[src/cssg_defs.svh]
// register offsets, field positions, reset values and fixed ratios of the clock controller
`ifndef CSSG_DEFS_SVH
`define CSSG_DEFS_SVH

// ----------------------------------------------------------------
// register byte offsets
// ----------------------------------------------------------------
`define CSSG_OFF_CTRL 12'h000
`define CSSG_OFF_SEL 12'h004
`define CSSG_OFF_STATUS 12'h008
`define CSSG_OFF_FLAG 12'h00c
`define CSSG_OFF_IEN 12'h010
`define CSSG_OFF_RUNEN 12'h014
`define CSSG_OFF_SLPEN 12'h018
`define CSSG_OFF_ACTSEL 12'h01c

// ----------------------------------------------------------------
// control register fields
// ----------------------------------------------------------------
`define CSSG_DRIVE_LSB 0
`define CSSG_DRIVE_MSB 1
`define CSSG_BYPASS_BIT 2
`define CSSG_CSSEN_BIT 3

// ----------------------------------------------------------------
// selector slots: each takes three bits at three times its index
// ----------------------------------------------------------------
`define CSSG_MUX_SYS 0
`define CSSG_MUX_PLLREF 1
`define CSSG_MUX_USART 2
`define CSSG_MUX_I2C 3
`define CSSG_MUX_CEC 4
`define CSSG_MUX_RTC 5
`define CSSG_MUX_LPTIM 6
`define CSSG_MUX_SAI 7
`define CSSG_MUX_DSI 8
`define CSSG_MUX_MCO 9
`define CSSG_NMUX 10
`define CSSG_SEL_RESET 30'h00000000

// ----------------------------------------------------------------
// ready vector positions (status, flags and enables share them)
// ----------------------------------------------------------------
`define CSSG_RDY_PLL 0
`define CSSG_RDY_SERPLL 1
`define CSSG_RDY_DISPLL 2
`define CSSG_RDY_FEXT 3
`define CSSG_RDY_FINT 4
`define CSSG_RDY_SEXT 5
`define CSSG_RDY_SINT 6
`define CSSG_RDY_DSIPLL 7
`define CSSG_NRDY 7
`define CSSG_FLAG_CSS 7
`define CSSG_STAT_FAIL 8
`define CSSG_STAT_SYS_LSB 9

// ----------------------------------------------------------------
// peripheral enables
// ----------------------------------------------------------------
`define CSSG_PER_DTCM 0
`define CSSG_PER_RTC 1
`define CSSG_PER_USB 2
`define CSSG_PER_ETH 3
`define CSSG_RUNEN_RESET 32'h00000003
`define CSSG_SLPEN_RESET 32'hffffffff

// ----------------------------------------------------------------
// fixed source ratios
// ----------------------------------------------------------------
`define CSSG_CEC_FINT_DIV 9'h1e8
`define CSSG_RTC_FEXT_DIV 6'h20
`define CSSG_FINT_CODE 3'h0

`endif

[src/cssg_pkg.sv]
// types shared by the clock selection and gating block
package cssg_pkg;
   // a source selector code, three bits wide for every multiplexer
   typedef logic [2:0] cssg_sel_t;
   // drive strength of the slow external oscillator, lowest power first
   typedef enum logic [1:0] {
      CSSG_DRIVE_LOW,
      CSSG_DRIVE_MEDLOW,
      CSSG_DRIVE_MEDHIGH,
      CSSG_DRIVE_HIGH
   } cssg_drive_t;
endpackage : cssg_pkg

[src/cssg_sync.sv]
// two-flop synchroniser for a vector of independent levels
module cssg_sync #(
   parameter int W = 8
) (
   // clock and reset
   input wire logic clk,
   input wire logic nrst,
   // levels in and out
   input wire logic [W-1:0] asyncIn,
   output logic [W-1:0] syncOut
);
   // first stage, read only by the second stage
   logic [W-1:0] stage1;

   // ----------------------------------------------------------------
   // capture chain
   // ----------------------------------------------------------------
   // each bit is its own level; no bundle coherence is promised
   always_ff @(posedge clk or negedge nrst) begin
      if (!nrst) begin
         stage1 <= '0;
         syncOut <= '0;
      end else begin
         stage1 <= asyncIn;
         syncOut <= stage1;
      end
   end
endmodule : cssg_sync

[src/cssg_switch.sv]
// glitch-free source selector: follows a request only once the new source is ready
module cssg_switch
   import cssg_pkg::*;
(
   // clock and reset
   input wire logic clk,
   input wire logic nrst,
   // request side
   input wire cssg_sel_t reqSel,
   input wire logic [7:0] srcReady,
   input wire logic forceNow,
   input wire cssg_sel_t forceSel,
   // active selection
   output cssg_sel_t actSel
);
   // ----------------------------------------------------------------
   // selection register
   // ----------------------------------------------------------------
   // a forced change (backup or wakeup) beats any pending request
   always_ff @(posedge clk or negedge nrst) begin
      if (!nrst) begin
         actSel <= 3'h0;
      end else if (forceNow) begin
         actSel <= forceSel;
      end else if (reqSel != actSel && srcReady[reqSel]) begin
         actSel <= reqSel;
      end
   end
endmodule : cssg_switch

[src/cssg_top.sv]
// clock source selection, peripheral gating and ready flags with an AHB-Lite register port
`include "cssg_defs.svh"

// Summary of operation
// - system clock from fast internal, external, PLL
// - three PLLs, reference internal or external
// - four slow crystal drives, changeable while running
// - slow oscillator bypass for external clock
// - serial port kernel clock: four sources
// - two-wire bus kernel clock: three sources
// - cec clock: slow external or internal/488
// - calendar: slow ext, slow int, ext/32
// - watchdog always on slow internal oscillator
// - low-power timer clock: five sources
// - usb and ethernet clocks from external PHY
// - audio clocks from PLLs, pin or oscillator
// - display host clock: PLL, system, own PLL
// - clock output pin picks one of six
// - peripheral clocks gateable; memories always clocked
// - run enables reset cleared except data RAM, calendar
// - disabled peripheral registers are not accessed
// - sleep enable acts only when run enabled
// - ready flags for oscillators and PLL locks except the DSI PLL
// - external oscillator failure breaks advanced timers
// - failure forces internal oscillator, raises NMI
// - Stop wakeup selects fast internal oscillator
module cssg_top
   import cssg_pkg::*;
#(
   parameter int NPERIPH = 32
) (
   // clock and reset
   input wire logic clk,
   input wire logic nrst,
   // AHB-Lite slave
   input wire logic hsel,
   input wire logic [31:0] haddr,
   input wire logic [1:0] htrans,
   input wire logic hwrite,
   input wire logic [2:0] hsize,
   input wire logic [31:0] hwdata,
   input wire logic hready,
   output logic hreadyout,
   output logic [31:0] hrdata,
   output logic hresp,
   // oscillator and PLL status pins, asynchronous
   input wire logic mainPllLock,
   input wire logic audioSerialPllLock,
   input wire logic audioDisplayPllLock,
   input wire logic fastExternalOscReady,
   input wire logic fastInternalOscReady,
   input wire logic slowExternalOscReady,
   input wire logic slowInternalOscReady,
   input wire logic dsiPllLock,
   input wire logic fastExternalOscFail,
   // power mode, from the core clock domain
   input wire logic sleepMode,
   input wire logic stopWake,
   // active source selections
   output cssg_sel_t sysClkSel,
   output cssg_sel_t pllRefSel,
   output cssg_sel_t usartClkSel,
   output cssg_sel_t i2cClkSel,
   output cssg_sel_t cecClkSel,
   output cssg_sel_t rtcClkSel,
   output cssg_sel_t lptimClkSel,
   output cssg_sel_t saiClkSel,
   output cssg_sel_t dsiClkSel,
   output cssg_sel_t mcoSel,
   // fixed ratios and watchdog source
   output logic [8:0] cecFintDiv,
   output logic [5:0] rtcFextDiv,
   output logic watchdogClkOn,
   // slow external oscillator setup
   output cssg_drive_t slowExtDrive,
   output logic slowExtBypass,
   // gating
   output logic [NPERIPH-1:0] periphClkOn,
   output logic [NPERIPH-1:0] periphRegAccessEn,
   output logic [1:0] extPhyClkOn,
   output logic memClkOn,
   // safety and ready events
   output logic timerBreak,
   output logic cssNmi,
   output logic readyIrq
);
   // ----------------------------------------------------------------
   // state
   // ----------------------------------------------------------------
   logic [1:0] driveReg; // slow crystal drive
   logic bypassReg; // slow oscillator bypass
   logic cssEnReg; // clock security enable
   logic [`CSSG_NMUX*3-1:0] selReg; // requested selections
   logic [`CSSG_NMUX*3-1:0] actVec; // active selections
   logic [NPERIPH-1:0] runEn; // run-mode enables
   logic [NPERIPH-1:0] slpEn; // sleep-mode enables
   logic [7:0] rdyFlag; // sticky ready and failure flags
   logic [7:0] irqEn; // flag enables
   logic [7:0] rdySync; // synchronised ready levels
   logic [7:0] rdyPrev; // previous ready levels
   logic failSync; // synchronised failure level
   logic failPrev; // previous failure level
   logic failRise; // failure onset this cycle
   logic forceSys; // forced return to internal oscillator
   logic [7:0] muxRdy [`CSSG_NMUX]; // ready map per multiplexer
   // bus
   logic addrTaken; // address phase accepted
   logic wrPend; // write data phase
   logic rdWait; // read wait state
   logic [11:0] wrAddr; // latched write offset
   logic [11:0] rdAddr; // latched read offset
   logic afterRst; // helper for checks

   // ----------------------------------------------------------------
   // synchronisers
   // ----------------------------------------------------------------
   cssg_sync #(.W(8)) u_rdySync (
      .clk(clk),
      .nrst(nrst),
      .asyncIn({dsiPllLock, slowInternalOscReady, slowExternalOscReady, fastInternalOscReady,
                fastExternalOscReady, audioDisplayPllLock, audioSerialPllLock, mainPllLock}),
      .syncOut(rdySync)
   );

   cssg_sync #(.W(1)) u_failSync (
      .clk(clk),
      .nrst(nrst),
      .asyncIn(fastExternalOscFail),
      .syncOut(failSync)
   );

   // edge history of the synchronised levels
   always_ff @(posedge clk or negedge nrst) begin
      if (!nrst) begin
         rdyPrev <= 8'h00;
         failPrev <= 1'b0;
      end else begin
         rdyPrev <= rdySync;
         failPrev <= failSync;
      end
   end

   assign failRise = failSync & ~failPrev;

   // ----------------------------------------------------------------
   // source ready maps, one slot per selector code
   // ----------------------------------------------------------------
   // internal, external, main PLL
   assign muxRdy[`CSSG_MUX_SYS] = {5'h00, rdySync[`CSSG_RDY_PLL], rdySync[`CSSG_RDY_FEXT],
                                   rdySync[`CSSG_RDY_FINT]};
   assign muxRdy[`CSSG_MUX_PLLREF] = {6'h00, rdySync[`CSSG_RDY_FEXT], rdySync[`CSSG_RDY_FINT]};
   // system, fast int, slow ext, bus clock
   assign muxRdy[`CSSG_MUX_USART] = {4'h0, 1'b1, rdySync[`CSSG_RDY_SEXT],
                                     rdySync[`CSSG_RDY_FINT], 1'b1};
   // system, fast int, slow bus clock
   assign muxRdy[`CSSG_MUX_I2C] = {5'h00, 1'b1, rdySync[`CSSG_RDY_FINT], 1'b1};
   assign muxRdy[`CSSG_MUX_CEC] = {6'h00, rdySync[`CSSG_RDY_FINT], rdySync[`CSSG_RDY_SEXT]};
   // slow ext, slow int, divided fast ext
   assign muxRdy[`CSSG_MUX_RTC] = {5'h00, rdySync[`CSSG_RDY_FEXT], rdySync[`CSSG_RDY_SINT],
                                   rdySync[`CSSG_RDY_SEXT]};
   // slow int, slow ext, fast int, bus, pin
   assign muxRdy[`CSSG_MUX_LPTIM] = {3'h0, 1'b1, 1'b1, rdySync[`CSSG_RDY_FINT],
                                     rdySync[`CSSG_RDY_SEXT], rdySync[`CSSG_RDY_SINT]};
   // serial PLL, display PLL, pin, fast int
   assign muxRdy[`CSSG_MUX_SAI] = {4'h0, rdySync[`CSSG_RDY_FINT], 1'b1,
                                   rdySync[`CSSG_RDY_DISPLL], rdySync[`CSSG_RDY_SERPLL]};
   // main PLL, system clock, own PLL
   assign muxRdy[`CSSG_MUX_DSI] = {5'h00, rdySync[`CSSG_RDY_DSIPLL], 1'b1,
                                   rdySync[`CSSG_RDY_PLL]};
   // six output choices; codes six and seven never become ready
   assign muxRdy[`CSSG_MUX_MCO] = {2'h0, rdySync[`CSSG_RDY_SERPLL], rdySync[`CSSG_RDY_PLL], 1'b1,
                                   rdySync[`CSSG_RDY_SEXT], rdySync[`CSSG_RDY_FEXT],
                                   rdySync[`CSSG_RDY_FINT]};

   // ----------------------------------------------------------------
   // selectors
   // ----------------------------------------------------------------
   // failure or wakeup forces the system clock
   assign forceSys = stopWake | (failRise & cssEnReg);

   genvar g;
   generate
      for (g = 0; g < `CSSG_NMUX; g++) begin : gen_mux
         cssg_switch u_sw (
            .clk(clk),
            .nrst(nrst),
            .reqSel(selReg[3*g +: 3]),
            .srcReady(muxRdy[g]),
            .forceNow((g == `CSSG_MUX_SYS) ? forceSys : 1'b0),
            .forceSel(`CSSG_FINT_CODE),
            .actSel(actVec[3*g +: 3])
         );
      end
   endgenerate

   assign sysClkSel = actVec[3*`CSSG_MUX_SYS +: 3];
   assign pllRefSel = actVec[3*`CSSG_MUX_PLLREF +: 3];
   assign usartClkSel = actVec[3*`CSSG_MUX_USART +: 3];
   assign i2cClkSel = actVec[3*`CSSG_MUX_I2C +: 3];
   assign cecClkSel = actVec[3*`CSSG_MUX_CEC +: 3];
   assign rtcClkSel = actVec[3*`CSSG_MUX_RTC +: 3];
   assign lptimClkSel = actVec[3*`CSSG_MUX_LPTIM +: 3];
   assign saiClkSel = actVec[3*`CSSG_MUX_SAI +: 3];
   assign dsiClkSel = actVec[3*`CSSG_MUX_DSI +: 3];
   assign mcoSel = actVec[3*`CSSG_MUX_MCO +: 3];

   // ----------------------------------------------------------------
   // fixed sources
   // ----------------------------------------------------------------
   // internal oscillator ratio for the cec clock
   assign cecFintDiv = `CSSG_CEC_FINT_DIV;
   // external oscillator ratio for the calendar
   assign rtcFextDiv = `CSSG_RTC_FEXT_DIV;
   // watchdog runs whenever the slow internal oscillator does
   assign watchdogClkOn = rdySync[`CSSG_RDY_SINT];
   // drive goes straight out, so it may change at any time
   assign slowExtDrive = cssg_drive_t'(driveReg);
   // bypass lets a driven clock replace the crystal
   assign slowExtBypass = bypassReg;

   // ----------------------------------------------------------------
   // gating
   // ----------------------------------------------------------------
   // run enable, and sleep enable only under a run enable
   assign periphClkOn = runEn & (sleepMode ? slpEn : {NPERIPH{1'b1}});
   // bus access to a peripheral only while its run enable is set
   assign periphRegAccessEn = runEn;
   // PHY-supplied clocks are gated here but never multiplexed
   assign extPhyClkOn = periphClkOn[`CSSG_PER_ETH:`CSSG_PER_USB];
   // memories stay clocked in run and sleep
   assign memClkOn = 1'b1;

   // ----------------------------------------------------------------
   // ready flags and clock security
   // ----------------------------------------------------------------
   // a set in the clearing cycle wins, so no lock event is lost
   always_ff @(posedge clk or negedge nrst) begin
      if (!nrst) begin
         rdyFlag <= 8'h00;
      end else begin
         // flag each ready rise except the DSI PLL lock; failure flag
         rdyFlag <= (rdyFlag & ~((wrPend && wrAddr == `CSSG_OFF_FLAG) ? hwdata[7:0] : 8'h00))
                    | {failRise & cssEnReg, rdySync[6:0] & ~rdyPrev[6:0]};
      end
   end

   // one-cycle break to the advanced timers
   always_ff @(posedge clk or negedge nrst) begin
      if (!nrst) begin
         timerBreak <= 1'b0;
      end else begin
         timerBreak <= failRise & cssEnReg;
      end
   end

   // the NMI stays up until software clears the failure flag
   assign cssNmi = rdyFlag[`CSSG_FLAG_CSS];
   assign readyIrq = |(rdyFlag[6:0] & irqEn[6:0]);

   // ----------------------------------------------------------------
   // AHB-Lite slave
   // ----------------------------------------------------------------
   // only whole-word single transfers are expected, so hsize is not decoded
   assign addrTaken = hsel & htrans[1] & hready;
   assign hreadyout = ~rdWait;
   assign hresp = 1'b0;

   // phase tracking; reads take one wait state so a preceding write lands first
   always_ff @(posedge clk or negedge nrst) begin
      if (!nrst) begin
         wrPend <= 1'b0;
         rdWait <= 1'b0;
         wrAddr <= 12'h000;
         rdAddr <= 12'h000;
      end else begin
         wrPend <= addrTaken & hwrite;
         rdWait <= addrTaken & ~hwrite;
         if (addrTaken) begin
            wrAddr <= haddr[11:0];
            rdAddr <= haddr[11:0];
         end
      end
   end

   // read decode; unmapped offsets read as zero
   function automatic logic [31:0] readWord(input logic [11:0] a);
      logic [31:0] d;
      d = 32'h00000000;
      if (a == `CSSG_OFF_CTRL) begin
         d[3:0] = {cssEnReg, bypassReg, driveReg};
      end else if (a == `CSSG_OFF_SEL) begin
         d[29:0] = selReg;
      end else if (a == `CSSG_OFF_STATUS) begin
         d[11:0] = {sysClkSel, failSync, rdySync};
      end else if (a == `CSSG_OFF_FLAG) begin
         d[7:0] = rdyFlag;
      end else if (a == `CSSG_OFF_IEN) begin
         d[7:0] = irqEn;
      end else if (a == `CSSG_OFF_RUNEN) begin
         d[NPERIPH-1:0] = runEn;
      end else if (a == `CSSG_OFF_SLPEN) begin
         d[NPERIPH-1:0] = slpEn;
      end else if (a == `CSSG_OFF_ACTSEL) begin
         d[29:0] = actVec;
      end
      return d;
   endfunction : readWord

   // read data is taken during the wait state
   always_ff @(posedge clk or negedge nrst) begin
      if (!nrst) begin
         hrdata <= 32'h00000000;
      end else if (rdWait) begin
         hrdata <= readWord(rdAddr);
      end
   end

   // software-written control state
   always_ff @(posedge clk or negedge nrst) begin
      if (!nrst) begin
         driveReg <= 2'h0;
         bypassReg <= 1'b0;
         cssEnReg <= 1'b0;
         selReg <= `CSSG_SEL_RESET;
         irqEn <= 8'h00;
      end else if (wrPend) begin
         if (wrAddr == `CSSG_OFF_CTRL) begin
            driveReg <= hwdata[`CSSG_DRIVE_MSB:`CSSG_DRIVE_LSB];
            bypassReg <= hwdata[`CSSG_BYPASS_BIT];
            cssEnReg <= hwdata[`CSSG_CSSEN_BIT];
         end else if (wrAddr == `CSSG_OFF_SEL) begin
            selReg <= hwdata[29:0];
         end else if (wrAddr == `CSSG_OFF_IEN) begin
            irqEn <= hwdata[7:0];
         end
      end
   end

   // peripheral enables
   always_ff @(posedge clk or negedge nrst) begin
      if (!nrst) begin
         // data RAM and calendar start enabled
         runEn <= NPERIPH'(`CSSG_RUNEN_RESET);
         slpEn <= NPERIPH'(`CSSG_SLPEN_RESET);
      end else if (wrPend) begin
         if (wrAddr == `CSSG_OFF_RUNEN) begin
            runEn <= hwdata[NPERIPH-1:0];
         end else if (wrAddr == `CSSG_OFF_SLPEN) begin
            slpEn <= hwdata[NPERIPH-1:0];
         end
      end
   end

   // ----------------------------------------------------------------
   // checks
   // ----------------------------------------------------------------
   // marks the first cycle after reset release
   always_ff @(posedge clk or negedge nrst) begin
      if (!nrst) begin
         afterRst <= 1'b0;
      end else begin
         afterRst <= 1'b1;
      end
   end

   chk_wake_fint: assert property (@(posedge clk) disable iff (!nrst)
      stopWake |=> sysClkSel == `CSSG_FINT_CODE)
      else $error("system clock not internal after wakeup");

   chk_css_backup: assert property (@(posedge clk) disable iff (!nrst)
      (failRise && cssEnReg) |=> (sysClkSel == `CSSG_FINT_CODE) && cssNmi)
      else $error("no backup clock or nmi after failure");

   chk_break_pulse: assert property (@(posedge clk) disable iff (!nrst)
      $rose(failSync) && cssEnReg |=> timerBreak ##1 !timerBreak)
      else $error("break pulse wrong after failure");

   chk_sleep_gate: assert property (@(posedge clk) disable iff (!nrst)
      (sleepMode && !slpEn[`CSSG_PER_USB]) || !runEn[`CSSG_PER_USB] |-> !periphClkOn[`CSSG_PER_USB])
      else $error("peripheral clock runs while gated");

   chk_enable_reset: assert property (@(posedge clk) disable iff (!nrst)
      !afterRst |-> runEn == NPERIPH'(`CSSG_RUNEN_RESET))
      else $error("run enables wrong after reset");

   chk_lock_flag: assert property (@(posedge clk) disable iff (!nrst)
      $rose(rdySync[`CSSG_RDY_PLL]) |=> rdyFlag[`CSSG_RDY_PLL])
      else $error("lock flag not set");

   chk_switch_wait: assert property (@(posedge clk) disable iff (!nrst)
      (selReg[2:0] != sysClkSel && !muxRdy[0][selReg[2:0]] && !forceSys) |=> $stable(sysClkSel))
      else $error("system clock switched to a source not ready");

   chk_mco_range: assert property (@(posedge clk) disable iff (!nrst)
      mcoSel < 3'h6)
      else $error("clock output on an undefined source");
endmodule : cssg_top

[config.mk]
export PLATFORM = sky130hd
export DESIGN_NAME = cssg_top
export DESIGN_NICKNAME = d
export VERILOG_FILES = /design/src/cssg_pkg.sv /design/src/cssg_sync.sv /design/src/cssg_switch.sv /design/src/cssg_top.sv
export VERILOG_INCLUDE_DIRS = /design/src
export SDC_FILE = /design/constraint.sdc
export NUM_CORES = 1
export LEC_CHECK = 0
export BUFFER_PORTS_ARGS = -buffer_cell sky130_fd_sc_hd__buf_4
export CAP_MARGIN = 20
export CORE_AREA = 8 8 174 135
export DETAILED_ROUTE_END_ITERATION = 8
export DIE_AREA = 0 0 182 143
export PLACE_DENSITY_LB_ADDON = 0.25
export SLEW_MARGIN = 20
export SYNTH_ARGS = -nofsm -noshare
export SYNTH_HDL_FRONTEND = slang
export SYNTH_SLANG_ARGS = --single-unit
[constraint.sdc]
create_clock -name clk -period 2.2 [get_ports clk]
set_input_delay 0.11 -clock clk [delete_from_list [all_inputs] [get_ports clk]]
set_output_delay 0.11 -clock clk [all_outputs]
set_load 0.03 [all_outputs]
==> results.md <==
- run status: complete, but fails checks
- violated checks: setup timing
- final setup violation count: 62
- Reg2Reg Depth: 6
- power per unit of standard cell area: 683 nW/um2
- worst slew pin tran: 670 ps
- Placement Setup Slack: -173 ps
- max capacitance violation total: 0
- count of placed standard cells including taps: 1283
- RSZ-0062 raised after global routing: true
- average via count per standard cell: 5.70
- residual DRC count: 0
- depth of the CTS H-tree: 1
- fraction of synthesized cell area in xor and xnor cells: 0.000878
- area of the mapped netlist: 9980 um2
- timing-limited maximum frequency: 0.442 GHz
- Post-synth EDFFs: 0
- largest net degree at the start of global routing: 81
- critical path peak fanout: 14
- number of filler instances in the final layout: 1548
- vias in the first global route: 8044
- core outline area: 20700 um2
- remaining antenna violation count after routing: 0
- share of the synthesized area in the top cell type: 0.459
- largest family of logic cells by synthesized area: multiplexers
- Syn. warnings: 0
- worst path arrival time: 2690 ps
- number of cells in the finished layout apart from fillers: 1389
- Peak supply drop: 482 uV
- Most used DFF post-synth: dfrtp_1
- simple-gate share of the synthesized area: 0.0825
- initial DRC count: 677
- critical register-to-register path startpoint: rdAddr[9]$_DFFE_PN0P_
- reg2reg setup slack: -60 ps
- final hold viol count: 0
- TritonCTS clock tree: built
- average footprint of a synthesized cell: 12.1 um2
- number of distinct standard cells referenced by the synthesized netlist: 62
- sequential area share after synthesis: 0.548
- leading cell type in the layout, fill and taps excluded: buf_4
- minimum clock period: 2260 ps
- Worst Setup Path Type: flop to flop
- Final Util: 0.667
- power consumption: 9.44 mW
- Initial Util: 0.482
- post-synth top area cell: dfrtp_1
- fraction of the mapped netlist area in adder cells: 0
- die height: 143 um
- initial antenna violation count: 0
- Std-Cell Rows: 46
- total number of vias: 7914
- worst-case clock buffer depth: 3
- global-route wire length before repair: 48.0 mm
- number of antenna cells inserted: 0
- number of buffers added on ports: 196
- DPL Wire Length: 21.1 mm
- Crit Reg-Reg Endpoint: slpEn[24]$_DFFE_PN1P_
- Die ar.: 26000 um2
- count of state elements after synthesis: 217
- fraction of the cycle the final worst path needs: 1.03
- async set or reset register ratio after synthesis: 1.00
- total congestion overflow after global routing: 0
- number of optimization iterations in the first detailed-route pass: 7
- die extent in x: 182 um
- clock insertion delay at the later pin of the skew report: 510 ps
- worst clock skew on the final layout: 10.5 ps
- number of sinks driven by the clock tree: 217
- Pins Over Slew Limit: 0
- critical path endpoint: slpEn[24]$_DFFE_PN1P_
- Worst EP required: 2630 ps
- GRT Resource Usage Total: 0.233
- cts bufs inserted: 22
- Routability Congestion: 0.880
- start point of the critical path: rdAddr[9]$_DFFE_PN0P_
- worst min-delay path category: input pin to async pin
- startpoint types: flop
- master cell of the clock root buffer: clkbuf_16
- share of cell area taken by muxes after synthesis: 0.157
- total length of routed wires: 31.7 mm
- Synth Area in Compound Gates: 0.155
- cell count after synthesis: 828
- minimum setup slack in the final design: -64.1 ps
- Area Growth Syn to Fin: 38.5%
- Nets: 1194
- share of cells above drive strength 1: 0.421
- Crit. End Element: flop
- Max-slew headroom: 0.553
- WL per Instance: 22.8 um
- Area contributors post-synth: dfrtp_1 46%, mux2_2 14%, dfstp_2 9.0%, a21boi_0 2.5%, o21ai_0 2.5%
- clock input transition at the sequential cells of the worst setup and hold paths: 60 ps
- most frequent cells in the layout: 223 x buf_4, 182 x dfrtp_1, 65 x mux2_2, 58 x mux2_4, 56 x dlygate4sd3_1
- top-level port count: 238
- total leakage power: 6.25 nW
## Yosys cell counts, drive strengths merged, types with 5 or more instances
master	n
nor4	9
o31ai	5
nor2b	13
nor3b	6
a31oi	6
a21oi	22
mux2i	10
nand2	29
o2bb2ai	7
nand2b	12
o21ai	55
a21boi	33
or2	5
nor3	10
clkbuf	32
mux2	124
nand3b	5
o21a	12
buf	33
nor2	28
a32oi	20
a22oi	20
a222oi	11
dfstp	34
a2bb2oi	5
inv	50
dfrtp	183
## through the flow
stage	hold WS, ps	instance area (um2)	TNS [ps]
2_1_floorplan	-186	10100	-2320
3_3_place_gp	146	12100	-9850
3_5_place_dp	145	12100	-13220
4_1_cts	227	13600	-1350
5_1_grt	245	13800	-5890
6_report	198	13800	-1790
## registers in the layout, indices dropped and copies added (netlist names), 2 cells and up
register,flops
gen_mux.u_sw.actSel,30
hrdata,32
irqEn,8
periphRegAccessEn,32
rdAddr,12
rdyFlag,8
rdyPrev,7
selReg,30
slowExtDrive,2
slpEn,32
u_rdySync.stage1,8
u_rdySync.syncOut,8
## report_power, final
part	internal (mW)	switching, mW	leakage (nW)	total [mW]
registers	4.11	0.113	2.76	4.22
logic	0.520	0.731	3.12	1.25
clock network	2.38	1.58	0.379	3.96
total	7.01	2.42	6.25	9.44
## timing repair
item	CTS	global route
endpoints found under the setup margin	108	104
hold buffers	56	0
pin swaps	3	1
hold endpoints to repair	208	0
gates cloned	1	5
setup buffers	3	1
gates resized for setup	36	34
## cell type report
type,count,area [um2],share of cell area
inverter,50,188,0.0136
tap,264,330,0.0239
multi-input combinational,511,4290,0.311
clock buffer,34,687,0.0497
timing repair buffer,307,2760,0.200
sequential,217,5470,0.396
clock inverter,6,82.6,0.00598
## kinds of logic after synthesis
group                  Yosys count
flip-flops                     217
buffers and inverters          115
other                            2
AO/OA/AOI/OAI                  221
multiplexers                   137
AND/OR/NAND/NOR                135
XOR/XNOR                         1
## worst min-delay path by stage
stage | end | slack [ps] | startpoint
floorplan | cssEnReg$_DFFE_PN0P_ | -190 | nrst
detailed placement | periphRegAccessEn[10]$_DFFE_PN0P_ | 140 | nrst
global placement | periphRegAccessEn[10]$_DFFE_PN0P_ | 150 | nrst
finish | gen_mux[2].u_sw.actSel[0]$_DFFE_PN0P_ | 200 | nrst
CTS | periphRegAccessEn[10]$_DFFE_PN0P_ | 230 | nrst
global route | u_rdySync.stage1[5]$_DFF_PN0_ | 240 | slowExternalOscReady
## per-layer routing
metal / part of all wire / GRT usage / routed length [um] / vias up
met1: 0.45 / 0.332 / 14300 / 3982
met3: 0.078 / 0.0635 / 2480 / 50
met2: 0.45 / 0.350 / 14300 / 330
li1: - / - / - / 3552
met5: 0 / 0 / 0 / -
met4: 0.020 / 0.0504 / 639 / 0
## worst max-delay path, stage by stage (launching register included)
cell and delay (ps):
dfrtp_1 380, or4_4 550, or3_4 380, nor3b_4 190, buf_6 160, buf_12 170
mux2_2 350
(Power assumes the default switching activity.)
